File: src/include/qspc_pkg.sv
// Shared constants, types and helpers of the queued serial control block.
package qspc_pkg;
    // ------------------------------------------------------------------
    // Queue memory layout
    // ------------------------------------------------------------------
    localparam int unsigned RAM_BYTES    = 160;
    localparam int unsigned ENTRIES      = 32;
    localparam int unsigned PTR_W        = 5;
    localparam int unsigned CS_W         = 4;
    localparam logic [7:0]  RX_BASE      = 8'h00;
    localparam logic [7:0]  TX_BASE      = 8'h40;
    localparam logic [7:0]  CMD_BASE     = 8'h80;
    localparam logic [4:0]  PTR_RESET    = 5'h00;
    localparam int unsigned CMD_HOLD_BIT = 7;
    localparam int unsigned CMD_WIDE_BIT = 6;

    // ------------------------------------------------------------------
    // Status flag positions
    // ------------------------------------------------------------------
    localparam int unsigned FLAG_DONE  = 0;
    localparam int unsigned FLAG_MODE_FAULT_FLAG  = 1;
    localparam int unsigned FLAG_HALT_ACKNOWLEDGE_FLAG = 2;
    localparam logic [2:0]  FLAGS_RESET = 3'h0;

    // ------------------------------------------------------------------
    // Serial timing
    // ------------------------------------------------------------------
    localparam int unsigned CLK_MHZ      = 100;
    localparam int unsigned SCK_HALF_NS  = 250;
    localparam int unsigned SCK_HALF_CYC = (SCK_HALF_NS * CLK_MHZ + 999) / 1000;
    localparam logic [7:0]  SCK_HALF_END = 8'(SCK_HALF_CYC - 1);
    localparam logic [4:0]  BITS_WIDE    = 5'h10;
    localparam logic [4:0]  BITS_NARROW  = 5'h08;

    typedef enum logic [1:0] {
        ST_IDLE = 2'b00,
        ST_LOAD = 2'b01,
        ST_XFER = 2'b10,
        ST_HALT = 2'b11
    } qspc_state_t;

    // Byte address of an entry: two bytes per word segment, one per command.
    function automatic logic [7:0] entry_byte(input logic [7:0] base, input logic [4:0] idx,
                                              input logic word, input logic lo);
        entry_byte = word ? base + {2'b00, idx, lo} : base + {3'b000, idx};
    endfunction : entry_byte
endpackage : qspc_pkg

File: src/hw/qspc_ram.sv
// Queue memory of receive, transmit and command segments with two ports.
module qspc_ram (
    input  wire logic        clock,
    input  wire logic        rst,
    input  wire logic        cpu_wr,
    input  wire logic [7:0]  cpu_addr,
    input  wire logic [7:0]  cpu_wdata,
    output logic      [7:0]  cpu_rdata,
    input  wire logic [4:0]  eng_idx,
    output logic      [15:0] eng_tx,
    output logic      [7:0]  eng_cmd,
    input  wire logic        eng_wr,
    input  wire logic [15:0] eng_rx
);
    typedef struct packed {
        logic [qspc_pkg::RAM_BYTES-1:0][7:0] mem;
        logic [7:0]                          rdata;
    } qspc_ram_t;

    qspc_ram_t q;
    qspc_ram_t d;
    logic      hit;

    // ------------------------------------------------------------------
    // Storage
    // ------------------------------------------------------------------
    assign hit = cpu_addr < 8'(qspc_pkg::RAM_BYTES);

    // The CPU reaches every byte; the engine only ever writes the receive words.
    always_comb begin
        d = q;
        if (cpu_wr && hit) begin
            d.mem[cpu_addr] = cpu_wdata;
        end
        if (eng_wr) begin
            d.mem[qspc_pkg::entry_byte(qspc_pkg::RX_BASE, eng_idx, 1'b1, 1'b0)] = eng_rx[15:8];
            d.mem[qspc_pkg::entry_byte(qspc_pkg::RX_BASE, eng_idx, 1'b1, 1'b1)] = eng_rx[7:0];
        end
        d.rdata = hit ? q.mem[cpu_addr] : 8'h00;
    end

    always_ff @(posedge clock) begin
        if (rst) begin
            q <= '0;
        end else begin
            q <= d;
        end
    end

    // Engine reads transmit and command segments only.
    assign eng_tx    = {q.mem[qspc_pkg::entry_byte(qspc_pkg::TX_BASE, eng_idx, 1'b1, 1'b0)],
                        q.mem[qspc_pkg::entry_byte(qspc_pkg::TX_BASE, eng_idx, 1'b1, 1'b1)]};
    assign eng_cmd   = q.mem[qspc_pkg::entry_byte(qspc_pkg::CMD_BASE, eng_idx, 1'b0, 1'b0)];
    assign cpu_rdata = q.rdata;
endmodule : qspc_ram

File: src/hw/qspc_shift.sv
// Serial shifter for one transfer of 8 or 16 bits, master or slave.
module qspc_shift (
    input  wire logic        clock,
    input  wire logic        rst,
    input  wire logic        start,
    input  wire logic        abort,
    input  wire logic        master,
    input  wire logic        wide,
    input  wire logic [15:0] tx,
    input  wire logic        sck_s,
    input  wire logic        sdi,
    output logic             sck_o,
    output logic             sdo,
    output logic             done,
    output logic      [15:0] rx
);
    typedef struct packed {
        logic        busy;
        logic        done;
        logic        sck;
        logic        prev;
        logic [4:0]  cnt;
        logic [7:0]  div;
        logic [15:0] sh;
        logic [15:0] rx;
    } qspc_shift_t;

    qspc_shift_t q;
    qspc_shift_t d;

    // Sample on the rising edge of the serial clock, shift on the falling one.
    always_comb begin
        logic rise;
        logic fall;
        rise   = 1'b0;
        fall   = 1'b0;
        d      = q;
        d.done = 1'b0;
        d.prev = sck_s;
        if (master) begin
            if (q.busy && q.div == qspc_pkg::SCK_HALF_END) begin
                d.div = 8'h00;
                d.sck = !q.sck;
                rise  = !q.sck;
                fall  = q.sck;
            end else if (q.busy) begin
                d.div = q.div + 8'h01;
            end
        end else begin
            rise = sck_s && !q.prev;
            fall = !sck_s && q.prev;
        end
        if (q.busy && rise) begin
            d.rx = {q.rx[14:0], sdi};
        end
        if (q.busy && fall) begin
            d.sh  = {q.sh[14:0], 1'b0};
            d.cnt = q.cnt - 5'h01;
            if (q.cnt == 5'h01) begin
                d.busy = 1'b0;
                d.done = 1'b1;
            end
        end
        if (start) begin
            d.busy = 1'b1;
            d.cnt  = wide ? qspc_pkg::BITS_WIDE : qspc_pkg::BITS_NARROW;
            d.sh   = wide ? tx : {tx[7:0], 8'h00};
            d.rx   = 16'h0000;
            d.div  = 8'h00;
            d.sck  = 1'b0;
        end
        // Abort drops the word in flight; the far end may see a short frame.
        if (abort) begin
            d.busy = 1'b0;
            d.done = 1'b0;
            d.sck  = 1'b0;
        end
    end

    always_ff @(posedge clock) begin
        if (rst) begin
            q <= '0;
        end else begin
            q <= d;
        end
    end

    assign sck_o = q.sck;
    assign sdo   = q.sh[15];
    assign done  = q.done;
    assign rx    = q.rx;
endmodule : qspc_shift

File: src/hw/qspc_ctl.sv
// Queue sequencer, flags, halt and chip select control of the queued serial port.
module qspc_ctl (
    input  wire logic        clock,
    input  wire logic        rst,
    input  wire logic        enable_wr,
    input  wire logic        enable_wdata,
    input  wire logic        master_select,
    input  wire logic        wrap_enable,
    input  wire logic        ss_is_input,
    input  wire logic        halt_request,
    input  wire logic        start_ptr_wr,
    input  wire logic [4:0]  start_ptr_wdata,
    input  wire logic        end_ptr_wr,
    input  wire logic [4:0]  end_ptr_wdata,
    input  wire logic        status_wr,
    input  wire logic [2:0]  status_wdata,
    input  wire logic [3:0]  pin_idle_value_register,
    input  wire logic        cpu_ram_wr,
    input  wire logic [7:0]  cpu_ram_addr,
    input  wire logic [7:0]  cpu_ram_wdata,
    output logic      [7:0]  cpu_ram_rdata,
    output logic             serial_enable_bit,
    output logic      [4:0]  queue_start_pointer,
    output logic      [4:0]  queue_end_pointer,
    output logic      [4:0]  active_pointer,
    output logic      [2:0]  queue_status_register,
    output logic             queue_done_flag,
    output logic             mode_fault_flag,
    output logic             halt_acknowledge_flag,
    output logic             irq,
    input  wire logic        first_chip_select_or_slave_select_i,
    output logic      [3:0]  chip_select_o,
    output logic      [3:0]  chip_select_oe,
    input  wire logic        sck_i,
    output logic             sck_o,
    output logic             sck_oe,
    input  wire logic        mosi_i,
    output logic             mosi_o,
    output logic             mosi_oe,
    input  wire logic        miso_i,
    output logic             miso_o,
    output logic             miso_oe
);
    // ------------------------------------------------------------------
    // State
    // ------------------------------------------------------------------
    typedef struct packed {
        qspc_pkg::qspc_state_t st;
        logic                  en;
        logic [4:0]            start;
        logic [4:0]            endp;
        logic [4:0]            ptr;
        logic                  pend;
        logic [2:0]            flags;
        logic [3:0]            cs;
        logic [3:0]            cs_out;
        logic                  hold;
        logic                  wide;
        logic                  go;
        logic                  ss1;
        logic                  ss2;
        logic                  sck1;
        logic                  sck2;
        logic                  mo1;
        logic                  mo2;
        logic                  mi1;
        logic                  mi2;
    } qspc_ctl_t;

    qspc_ctl_t   q;
    qspc_ctl_t   d;
    logic [15:0] eng_tx;
    logic [7:0]  eng_cmd;
    logic [15:0] shift_rx;
    logic        shift_done;
    logic        shift_sdo;
    logic        match;
    logic        eng_wr;
    logic        fault;

    assign match  = q.ptr == q.endp;
    assign eng_wr = q.st == qspc_pkg::ST_XFER && shift_done;
    assign fault  = q.en && master_select && ss_is_input && !q.ss2;

    // ------------------------------------------------------------------
    // Sequencer
    // ------------------------------------------------------------------
    // Hardware events are applied after software writes, so a set beats a clear.
    always_comb begin
        d       = q;
        d.go    = 1'b0;
        d.ss1   = first_chip_select_or_slave_select_i;
        d.ss2   = q.ss1;
        d.sck1  = sck_i;
        d.sck2  = q.sck1;
        d.mo1   = mosi_i;
        d.mo2   = q.mo1;
        d.mi1   = miso_i;
        d.mi2   = q.mi1;
        if (start_ptr_wr) begin
            d.start = start_ptr_wdata;
            if (q.st == qspc_pkg::ST_LOAD || q.st == qspc_pkg::ST_XFER) begin
                d.pend = 1'b1;
            end else begin
                d.ptr = start_ptr_wdata;
            end
        end
        if (end_ptr_wr) begin
            d.endp = end_ptr_wdata;
        end
        if (status_wr) begin
            d.flags = q.flags & status_wdata;
        end
        if (enable_wr) begin
            d.en = enable_wdata;
        end
        case (q.st)
            qspc_pkg::ST_IDLE: begin
                if (q.en) begin
                    d.st   = qspc_pkg::ST_LOAD;
                    d.ptr  = q.start;
                    d.pend = 1'b0;
                end
            end
            qspc_pkg::ST_LOAD: begin
                d.cs   = eng_cmd[qspc_pkg::CS_W-1:0];
                d.hold = eng_cmd[qspc_pkg::CMD_HOLD_BIT];
                d.wide = eng_cmd[qspc_pkg::CMD_WIDE_BIT];
                // A slave waits for the remote master to pull slave select low.
                if (master_select || !q.ss2) begin
                    d.go = 1'b1;
                    d.st = qspc_pkg::ST_XFER;
                end
            end
            qspc_pkg::ST_XFER: begin
                if (shift_done) begin
                    d.pend = 1'b0;
                    if (match && !wrap_enable) begin
                        d.flags[qspc_pkg::FLAG_DONE] = 1'b1;
                        d.en  = 1'b0;
                        d.st  = qspc_pkg::ST_IDLE;
                        d.ptr = q.start;
                        if (halt_request) begin
                            d.flags[qspc_pkg::FLAG_HALT_ACKNOWLEDGE_FLAG] = 1'b1;
                        end
                    end else begin
                        d.ptr = (q.pend || match) ? q.start : q.ptr + 5'h01;
                        if (halt_request) begin
                            d.st = qspc_pkg::ST_HALT;
                            d.flags[qspc_pkg::FLAG_HALT_ACKNOWLEDGE_FLAG] = 1'b1;
                        end else begin
                            d.st = qspc_pkg::ST_LOAD;
                        end
                    end
                end
            end
            qspc_pkg::ST_HALT: begin
                if (!halt_request) begin
                    d.st = qspc_pkg::ST_LOAD;
                end
            end
            default: begin
                d.st = qspc_pkg::ST_IDLE;
            end
        endcase
        if (fault) begin
            d.flags[qspc_pkg::FLAG_MODE_FAULT_FLAG] = 1'b1;
            d.en = 1'b0;
        end
        // Losing enable ends everything at once, mid-word or not.
        if (!d.en) begin
            d.st = qspc_pkg::ST_IDLE;
            d.go = 1'b0;
        end
        // Chip selects follow the command while busy, else hold or idle value.
        if (d.st == qspc_pkg::ST_LOAD || d.st == qspc_pkg::ST_XFER || d.hold) begin
            d.cs_out = d.cs;
        end else begin
            d.cs_out = pin_idle_value_register;
        end
    end

    always_ff @(posedge clock) begin
        if (rst) begin
            q        <= '0;
            q.st     <= qspc_pkg::ST_IDLE;
            q.start  <= qspc_pkg::PTR_RESET;
            q.endp   <= qspc_pkg::PTR_RESET;
            q.ptr    <= qspc_pkg::PTR_RESET;
            q.flags  <= qspc_pkg::FLAGS_RESET;
            q.ss1    <= 1'b1;
            q.ss2    <= 1'b1;
        end else begin
            q <= d;
        end
    end

    // ------------------------------------------------------------------
    // Queue memory and shifter
    // ------------------------------------------------------------------
    qspc_ram u_ram (
        .clock     (clock),
        .rst       (rst),
        .cpu_wr    (cpu_ram_wr),
        .cpu_addr  (cpu_ram_addr),
        .cpu_wdata (cpu_ram_wdata),
        .cpu_rdata (cpu_ram_rdata),
        .eng_idx   (q.ptr),
        .eng_tx    (eng_tx),
        .eng_cmd   (eng_cmd),
        .eng_wr    (eng_wr),
        .eng_rx    (shift_rx)
    );

    qspc_shift u_shift (
        .clock  (clock),
        .rst    (rst),
        .start  (q.go),
        .abort  (!q.en),
        .master (master_select),
        .wide   (q.wide),
        .tx     (eng_tx),
        .sck_s  (q.sck2),
        .sdi    (master_select ? q.mi2 : q.mo2),
        .sck_o  (sck_o),
        .sdo    (shift_sdo),
        .done   (shift_done),
        .rx     (shift_rx)
    );

    // ------------------------------------------------------------------
    // Outputs
    // ------------------------------------------------------------------
    // One request line; software reads the status to find the cause.
    assign irq                   = |q.flags;
    assign serial_enable_bit     = q.en;
    assign queue_start_pointer   = q.start;
    assign queue_end_pointer     = q.endp;
    assign active_pointer        = q.ptr;
    assign queue_status_register = q.flags;
    assign queue_done_flag       = q.flags[qspc_pkg::FLAG_DONE];
    assign mode_fault_flag       = q.flags[qspc_pkg::FLAG_MODE_FAULT_FLAG];
    assign halt_acknowledge_flag = q.flags[qspc_pkg::FLAG_HALT_ACKNOWLEDGE_FLAG];
    assign chip_select_o         = q.cs_out;
    assign chip_select_oe        = {{3{master_select}}, master_select && !ss_is_input};
    assign sck_oe                = master_select && q.en;
    assign mosi_o                = shift_sdo;
    assign mosi_oe               = master_select && q.en;
    assign miso_o                = shift_sdo;
    assign miso_oe               = !master_select && q.en && !q.ss2;
endmodule : qspc_ctl

File: config.mk
export PLATFORM = sky130hd
export DESIGN_NAME = qspc_ctl
export DESIGN_NICKNAME = d
export VERILOG_FILES = /design/src/include/qspc_pkg.sv /design/src/hw/qspc_ram.sv /design/src/hw/qspc_shift.sv /design/src/hw/qspc_ctl.sv
export SDC_FILE = /design/constraint.sdc
export NUM_CORES = 2
export LEC_CHECK = 0
export ABC_CLOCK_PERIOD_IN_PS = 3100
export BUFFER_PORTS_ARGS = -buffer_cell sky130_fd_sc_hd__buf_2
export CORE_ASPECT_RATIO = 0.6
export CORE_MARGIN = 3
export CORE_UTILIZATION = 35
export CTS_CLUSTER_DIAMETER = 120
export DETAILED_ROUTE_END_ITERATION = 16
export PLACE_DENSITY_LB_ADDON = 0.3
export REMOVE_ABC_BUFFERS = 1
export SLEW_MARGIN = 10
export SYNTH_ARGS = -nofsm -noshare
export SYNTH_HDL_FRONTEND = slang
export SYNTH_SLANG_ARGS = --single-unit
export TNS_END_PERCENT = 50
File: constraint.sdc
create_clock -name clock -period 3.1 [get_ports clock]
set_input_delay 0.465 -clock clock [delete_from_list [all_inputs] [get_ports clock]]
set_output_delay 0.465 -clock clock [all_outputs]
set_load 0.05 [all_outputs]
Yosys cells after proc, flatten, opt, wreduce, memory -nomap -nowiden. Cells that the tools add are included.

Flip-flop bits (word level): 1378. Bits in latches: 0. Memory bits (writable): 0. Bits in read-only memories: 0. Bits of input ports: 49. Output and inout port bits: 45. Memories kept: 0.

Add/sub/neg operators: 6. $mul: 0. Div/mod/pow operators: 0. Order comparisons: 10. Equality and inequality tests: 8. Shift-type cells: 0. Multiplexer cells: 67. Bitwise logic cells: 6. Reductions and logical operators: 44.

Operator list (number): bitwise mux 1280 bit (3); 2-to-1 mux 1280 bit (2); binary-select mux 8 bit (select 8 bit) (4); demux 8 bit (select 5 bit) (2); 2-to-1 mux 8 bit (10); demux 8 bit (select 8 bit) (1); 2-to-1 mux 16 bit (3); 2-to-1 mux 45 bit (1); less-than comparator 8 x 9 -> 1 bit, second input constant (4); 2-to-1 mux 5 bit (5); less-than comparator 6 x 9 -> 1 bit, second input constant (2); 2-to-1 mux 1 bit (18); logical AND 1 bit (17); adder 7 x 6 -> 8 bit, first input constant (2); 2-to-1 mux 2 bit (8); >= comparator 6 x 1 -> 1 bit, second input constant (2); 2-to-1 mux 6 bit (2); one-hot mux 6 bit (2 select lines) (1); OR reduction 3 bit (4); 2-to-1 mux 3 bit (3); adder 8 x 1 -> 8 bit, second input constant (1); adder 8 x 5 -> 8 bit, first input constant (1); == test 8 x 5 -> 1 bit, second input constant (1); >= comparator 8 x 1 -> 1 bit, second input constant (1); 18 further kinds (43).

Depth between registers and ports, before layout.
Depth in word-level cells: 11. Gate-level depth with buffers: 12. Mapped depth without buffers: 9.

Hierarchy. A second synthesis with hierarchy kept.

Cells, all modules: 8105. Area total of the unflattened synthesis: 70841.7 um2.

Modules (own cells, without submodules): qspc_ram (times used 1, cells each 7597, area an instance 66231.0 um2); qspc_shift (times used 1, cells each 276, area an instance 2432.3 um2); qspc_ctl (times used 1, cells each 232, area an instance 2178.3 um2).

Worst setup path after synthesis. OpenSTA, ideal clock, no wires.

Path kind: flip-flop to output port. From: register q, in the netlist serial_enable_bit. To: output port miso_oe. Data arrival time: 2.118 ns. Slack: 0.517 ns. Cell stages (with the launch flop): 3. Cells stage by stage: dfxtp_1 -> clkbuf_1 -> nor3b_1.

Longest elaborated chain between the ends: 2.

RTL lines: from (decl) (line qspc_ctl.sv:70) `qspc_ctl_t q;`; logical AND 1 bit (2 in series) (line qspc_ctl.sv:250) `assign miso_oe = !master_select && q.en && !q.ss2;`; to (decl) (line qspc_ctl.sv:42) `output logic miso_oe`.

No other way between the ends.

Final worst setup path.
From: register q, in the netlist active_pointer[3]. To: register u_shift.q[26] (netlist bit).

Longest elaborated chain between the ends: 5. Elaborated cells on any way between the ends: 8. Those cells by class: add/sub (2); mux (6).

RTL lines: adder 7 x 6 -> 8 bit (line qspc_pkg.sv:45) `entry_byte = word ? base + {2'b00, idx, lo} : base + {3'b000, idx};`; binary-select mux 8 bit (select 8 bit) (on tied branches) (line qspc_ram.sv:52, qspc_ram.sv:51); 2-to-1 mux 8 bit (on tied branches) (line qspc_ram.sv:52, qspc_ram.sv:51); 2-to-1 mux 16 bit (*) (line qspc_shift.sv:67) `d.sh = wide ? tx : {tx[7:0], 8'h00};`; 2-to-1 mux 45 bit (*) (line qspc_shift.sv:64) `if (start) begin`; to (signal assigned) (line qspc_shift.sv:82) `q <= '0;`; to (signal assigned) (line qspc_shift.sv:84) `q <= d;`; to (decl) (line qspc_shift.sv:28) `qspc_shift_t q;`.

Every way passes the cells marked *; elsewhere a longest branch is shown, timed or not. The select of a mux whose other input is x is not followed. A chain may end at the register's enable or synchronous reset.

==> impl_metrics.csv <==
group,metric,value,unit
grt,antenna_found_initial,22,
yosys,syn_inst,7951,
power,p_switching,10.1,mW
routing,drt-total-wl,319,mm
finish,seq_area,27600,µm²
floorplan,fp.dieW,585,µm
worst_setup_path,slowest_stage,"dfxtp_1",
worst_setup_path,start_kind,"register",
cts,cts_setup_buffers,0,
placed_design,dp_hpwl,221,mm
routing,dr_total_vias,68084,
floorplan,core_area,198000,µm²
power,p_seq_frac,0.457,
worst_setup_path,crit_arrival,3.93,ns
routing,drc_errors,0,
power,internal_power,28.8,mW
outcome,status,"finished, violations left",
grt,grtUsageTotal,0.296,
yosys,synth_area_per_cell,8.85,µm²
routing,wl_per_cell,29.6,µm
finish,multiInputGateArea,39200,µm²
min_path,worstHoldPathCells,4,
yosys,synth-async-reset-ratio,0,
floorplan,fp.dieH,353,µm
timing,fin_crit_sh,1.05,
yosys,synth-seq-area-share,0.392,
yosys,synth_edf_count,0,
timing,slew_headroom,0.219,
yosys,ys.flop_type,"dfxtp_1",
finish,areaGrowthSynthToFinish,16.0,%
routing,vias_per_cell,6.32,
power,leakage,28.6,nW
power,power.combinational.fraction,0.082,
worst_setup_path,timing.rr.start,"active_pointer[3]",
outcome,violations,"setup timing",
cts,clk_pin_slew_worst_paths,0.06,ns
timing,max_freq,0.308,GHz
timing,period_minus_slack,3.25,ns
timing,skew,0.0572,ns
finish,fin_util,0.412,
cts,cts_tree,"yes",
finish,fill_cells,19210,
min_path,whs_endpoint,"queue_status_register[0]",
worst_setup_path,critical_path_required,3.78,ns
worst_setup_path,endpoint_kind,"register",
grt,grt_pass1_vias,60820,
floorplan,fp-row-count,126,
yosys,syn_area,70300,µm²
cts,clkLatencyLatePin,0.80,ns
finish,drive_above_1_share,0.191,
placed_design,numPortBuffers,93,
cts,htree_levels,4,
yosys,ys_types,80,
power,pwr-share-clk,0.461,
grt,gr-total-overflow,0,
grt,grt_first_pass_wirelength,453,mm
routing,ant_nets,0,
placed_design,routabilityCongestion,1.03,
power,powerDensity,478,nW/µm²
min_path,hp-class,"in2reg",
floorplan,dieArea,207000,µm²
worst_setup_path,worstRegToRegCells,8,
power,vdd_ir_drop_max,0.000427,V
power,p_sw_frac,0.260,
timing,slew_violations,0,
min_path,min-delay-start,"wrap_enable",
cts,cts_sinks,1378,
cts,clock_path_buffers,4,
cts,cts_buffers,143,
timing,worstMarginPinSlew,1.17,ns
worst_setup_path,path_class,"reg2reg",
floorplan,ioPinCount,94,
worst_setup_path,r2r_setup_slack,-0.15,ns
worst_setup_path,critPathMaxFanout,8,
timing,setup_tns,-0.261,ns
yosys,yosys_warnings,0,
timing,setup_viol,4,
job,max_cap_viol_count,0,
grt,grt_max_degree,155,
cts,cts_root_buf,"clkbuf_16",
timing,fin_ws,-0.146,ns
worst_setup_path,worstReg2RegEnd,"u_shift.q[26]",
timing,finalHoldViolCount,0,
worst_setup_path,slowest_delay,0.73,ns
routing,drt_first_pass_iters,7,
routing,dr.first_iter.drc_count,11515,
worst_setup_path,crit_chain,"inv_1 > and3_1 > a22oi_1 > buf_4 > o21ai_0 > nor2_1 > a21oi_1 > o21a_1",
finish,layout.nets,8107,
yosys,ys_ff_latch,1378,
floorplan,start_util,0.355,
==> Yosys cell counts (all sizes together) (4+ instances only) <==
cell type	n	share of area
nor3b	5	0.00053
buf	246	0.023
mux2	15	0.0024
mux2i	416	0.059
a21boi	7	0.00075
a22o	24	0.0030
nor2b	25	0.0022
o21ai	151	0.011
inv	14	0.00075
a221oi	22	0.0027
and3	12	0.0011
nand2b	17	0.0015
nor2	729	0.041
dfxtp	1378	0.39
a211oi	264	0.028
mux4	481	0.15
o22ai	13	0.0012
xor2	10	0.0012
a31oi	11	0.00098
nand3	275	0.020
xnor2	9	0.0011
nor4	5	0.00087
or2	4	0.00036
a22oi	129	0.014
nand2	1918	0.10
a311oi	258	0.032
ha	12	0.0021
clkbuf	560	0.030
a21oi	828	0.059
o211ai	5	0.00053
nand4	18	0.0017
nor3	32	0.0029
and2	7	0.00062
o2111ai	4	0.00050
o221a	4	0.00064
==> worst max path at each step <==
stage / slack (ns) / end / start
after floorplan: -6.70 / u_ram.q[496] / active_pointer[0]
after global placement: -0.59 / u_ram.cpu_rdata[2] / cpu_ram_addr[0]
after detailed placement: -0.59 / u_ram.cpu_rdata[2] / cpu_ram_addr[0]
after CTS: 0.11 / u_shift.q[24] / active_pointer[3]
after global routing: -0.02 / chip_select_o[3] / active_pointer[3]
final: -0.15 / u_shift.q[26] / active_pointer[3]
==> power groups by stage <==
stage | registers [mW] | logic (mW) | clock network (mW)
3_5_place_dp | 18.2 | 3.06 | 0
5_1_grt | 17.8 | 3.25 | 18.7
6_report | 17.8 | 3.19 | 18.0
3_3_place_gp | 18.2 | 3.05 | 0
2_1_floorplan | 18.4 | 0.788 | 0
4_1_cts | 17.8 | 3.09 | 18.0
==> kinds of logic (layout without fill, tap and decap cells) <==
kind of cell | Yosys count | after routing | share of synthesized area
mux | 912 | 912 | 0.216
other cells | 0 | 8 | 0
buf+inv | 822 | 1014 | 0.0534
simple gates | 3059 | 3059 | 0.176
xor+xnor | 19 | 19 | 0.00237
flops | 1378 | 1378 | 0.392
fa+ha+maj | 12 | 12 | 0.00213
compound gates | 1749 | 1749 | 0.158
==> metal layers <==
| layer | global-route usage | up-vias | part of all wire |
|---|---|---|---|
| met1 | 0.450 | 33514 | 0.43 |
| met4 | 0.0770 | 14 | 0.029 |
| met2 | 0.370 | 5308 | 0.37 |
| li1 | - | 28673 | - |
| met3 | 0.127 | 575 | 0.17 |
| met5 | 0 | - | 0.00032 |
==> layout make-up <==
cell class                      instances  area share
Multi-Input combinational cell       5751       0.480
Sequential cell                      1378       0.339
Timing Repair Buffer                  756      0.0833
Clock buffer                          202      0.0511
Tap cell                             2624      0.0403
Clock inverter                         40     0.00560
Inverter                               16    0.000736
Antenna cell                            8    0.000245
==> per-stage QoR <==
step / instances / area [µm²] / worst slack, ns / hold slack, ns / power, mW
6_report: 10775 / 81600 / -0.146 / 0.0180 / 39.0
5_1_grt: 10767 / 81500 / -0.0172 / 0.0399 / 39.8
4_1_cts: 10767 / 81500 / 0.114 / 0.000211 / 38.9
3_5_place_dp: 10506 / 76700 / -0.587 / 0.396 / 21.3
3_3_place_gp: 10506 / 76700 / -0.586 / 0.397 / 21.3
2_1_floorplan: 7145 / 66600 / -6.70 / 0.389 / 19.2
==> cell usage in the layout (no fill, tap or decap), types with 27 or more instances in the layout <==
cell type	synthesis	routed
a311oi_1	258	258
buf_12	0	97
clkbuf_16	0	149
a22oi_1	129	128
nor2_1	698	688
mux4_2	481	481
a211oi_1	264	264
buf_4	77	547
dfxtp_1	1378	1359
mux2i_1	416	416
a21oi_1	828	828
buf_2	96	81
nand3_1	272	272
nand2_1	1906	1906
o21ai_0	147	147
clkbuf_1	560	29
nor2_2	25	27
==> worst max-delay path: cells and delay by family, from the launching register on <==
family | cells | cell delay [ns]
buf+inv | 2 | 0.55
simple gates | 2 | 0.82
flops | 1 | 0.73
compound gates | 4 | 1.01
==> what timing repair did <==
action                                  CTS  global route
hold buffers                             19             0
endpoints found under the setup margin    1             2
gates resized for setup                   1             2
hold endpoints to repair                 17             0
(Power assumes the default switching activity.)
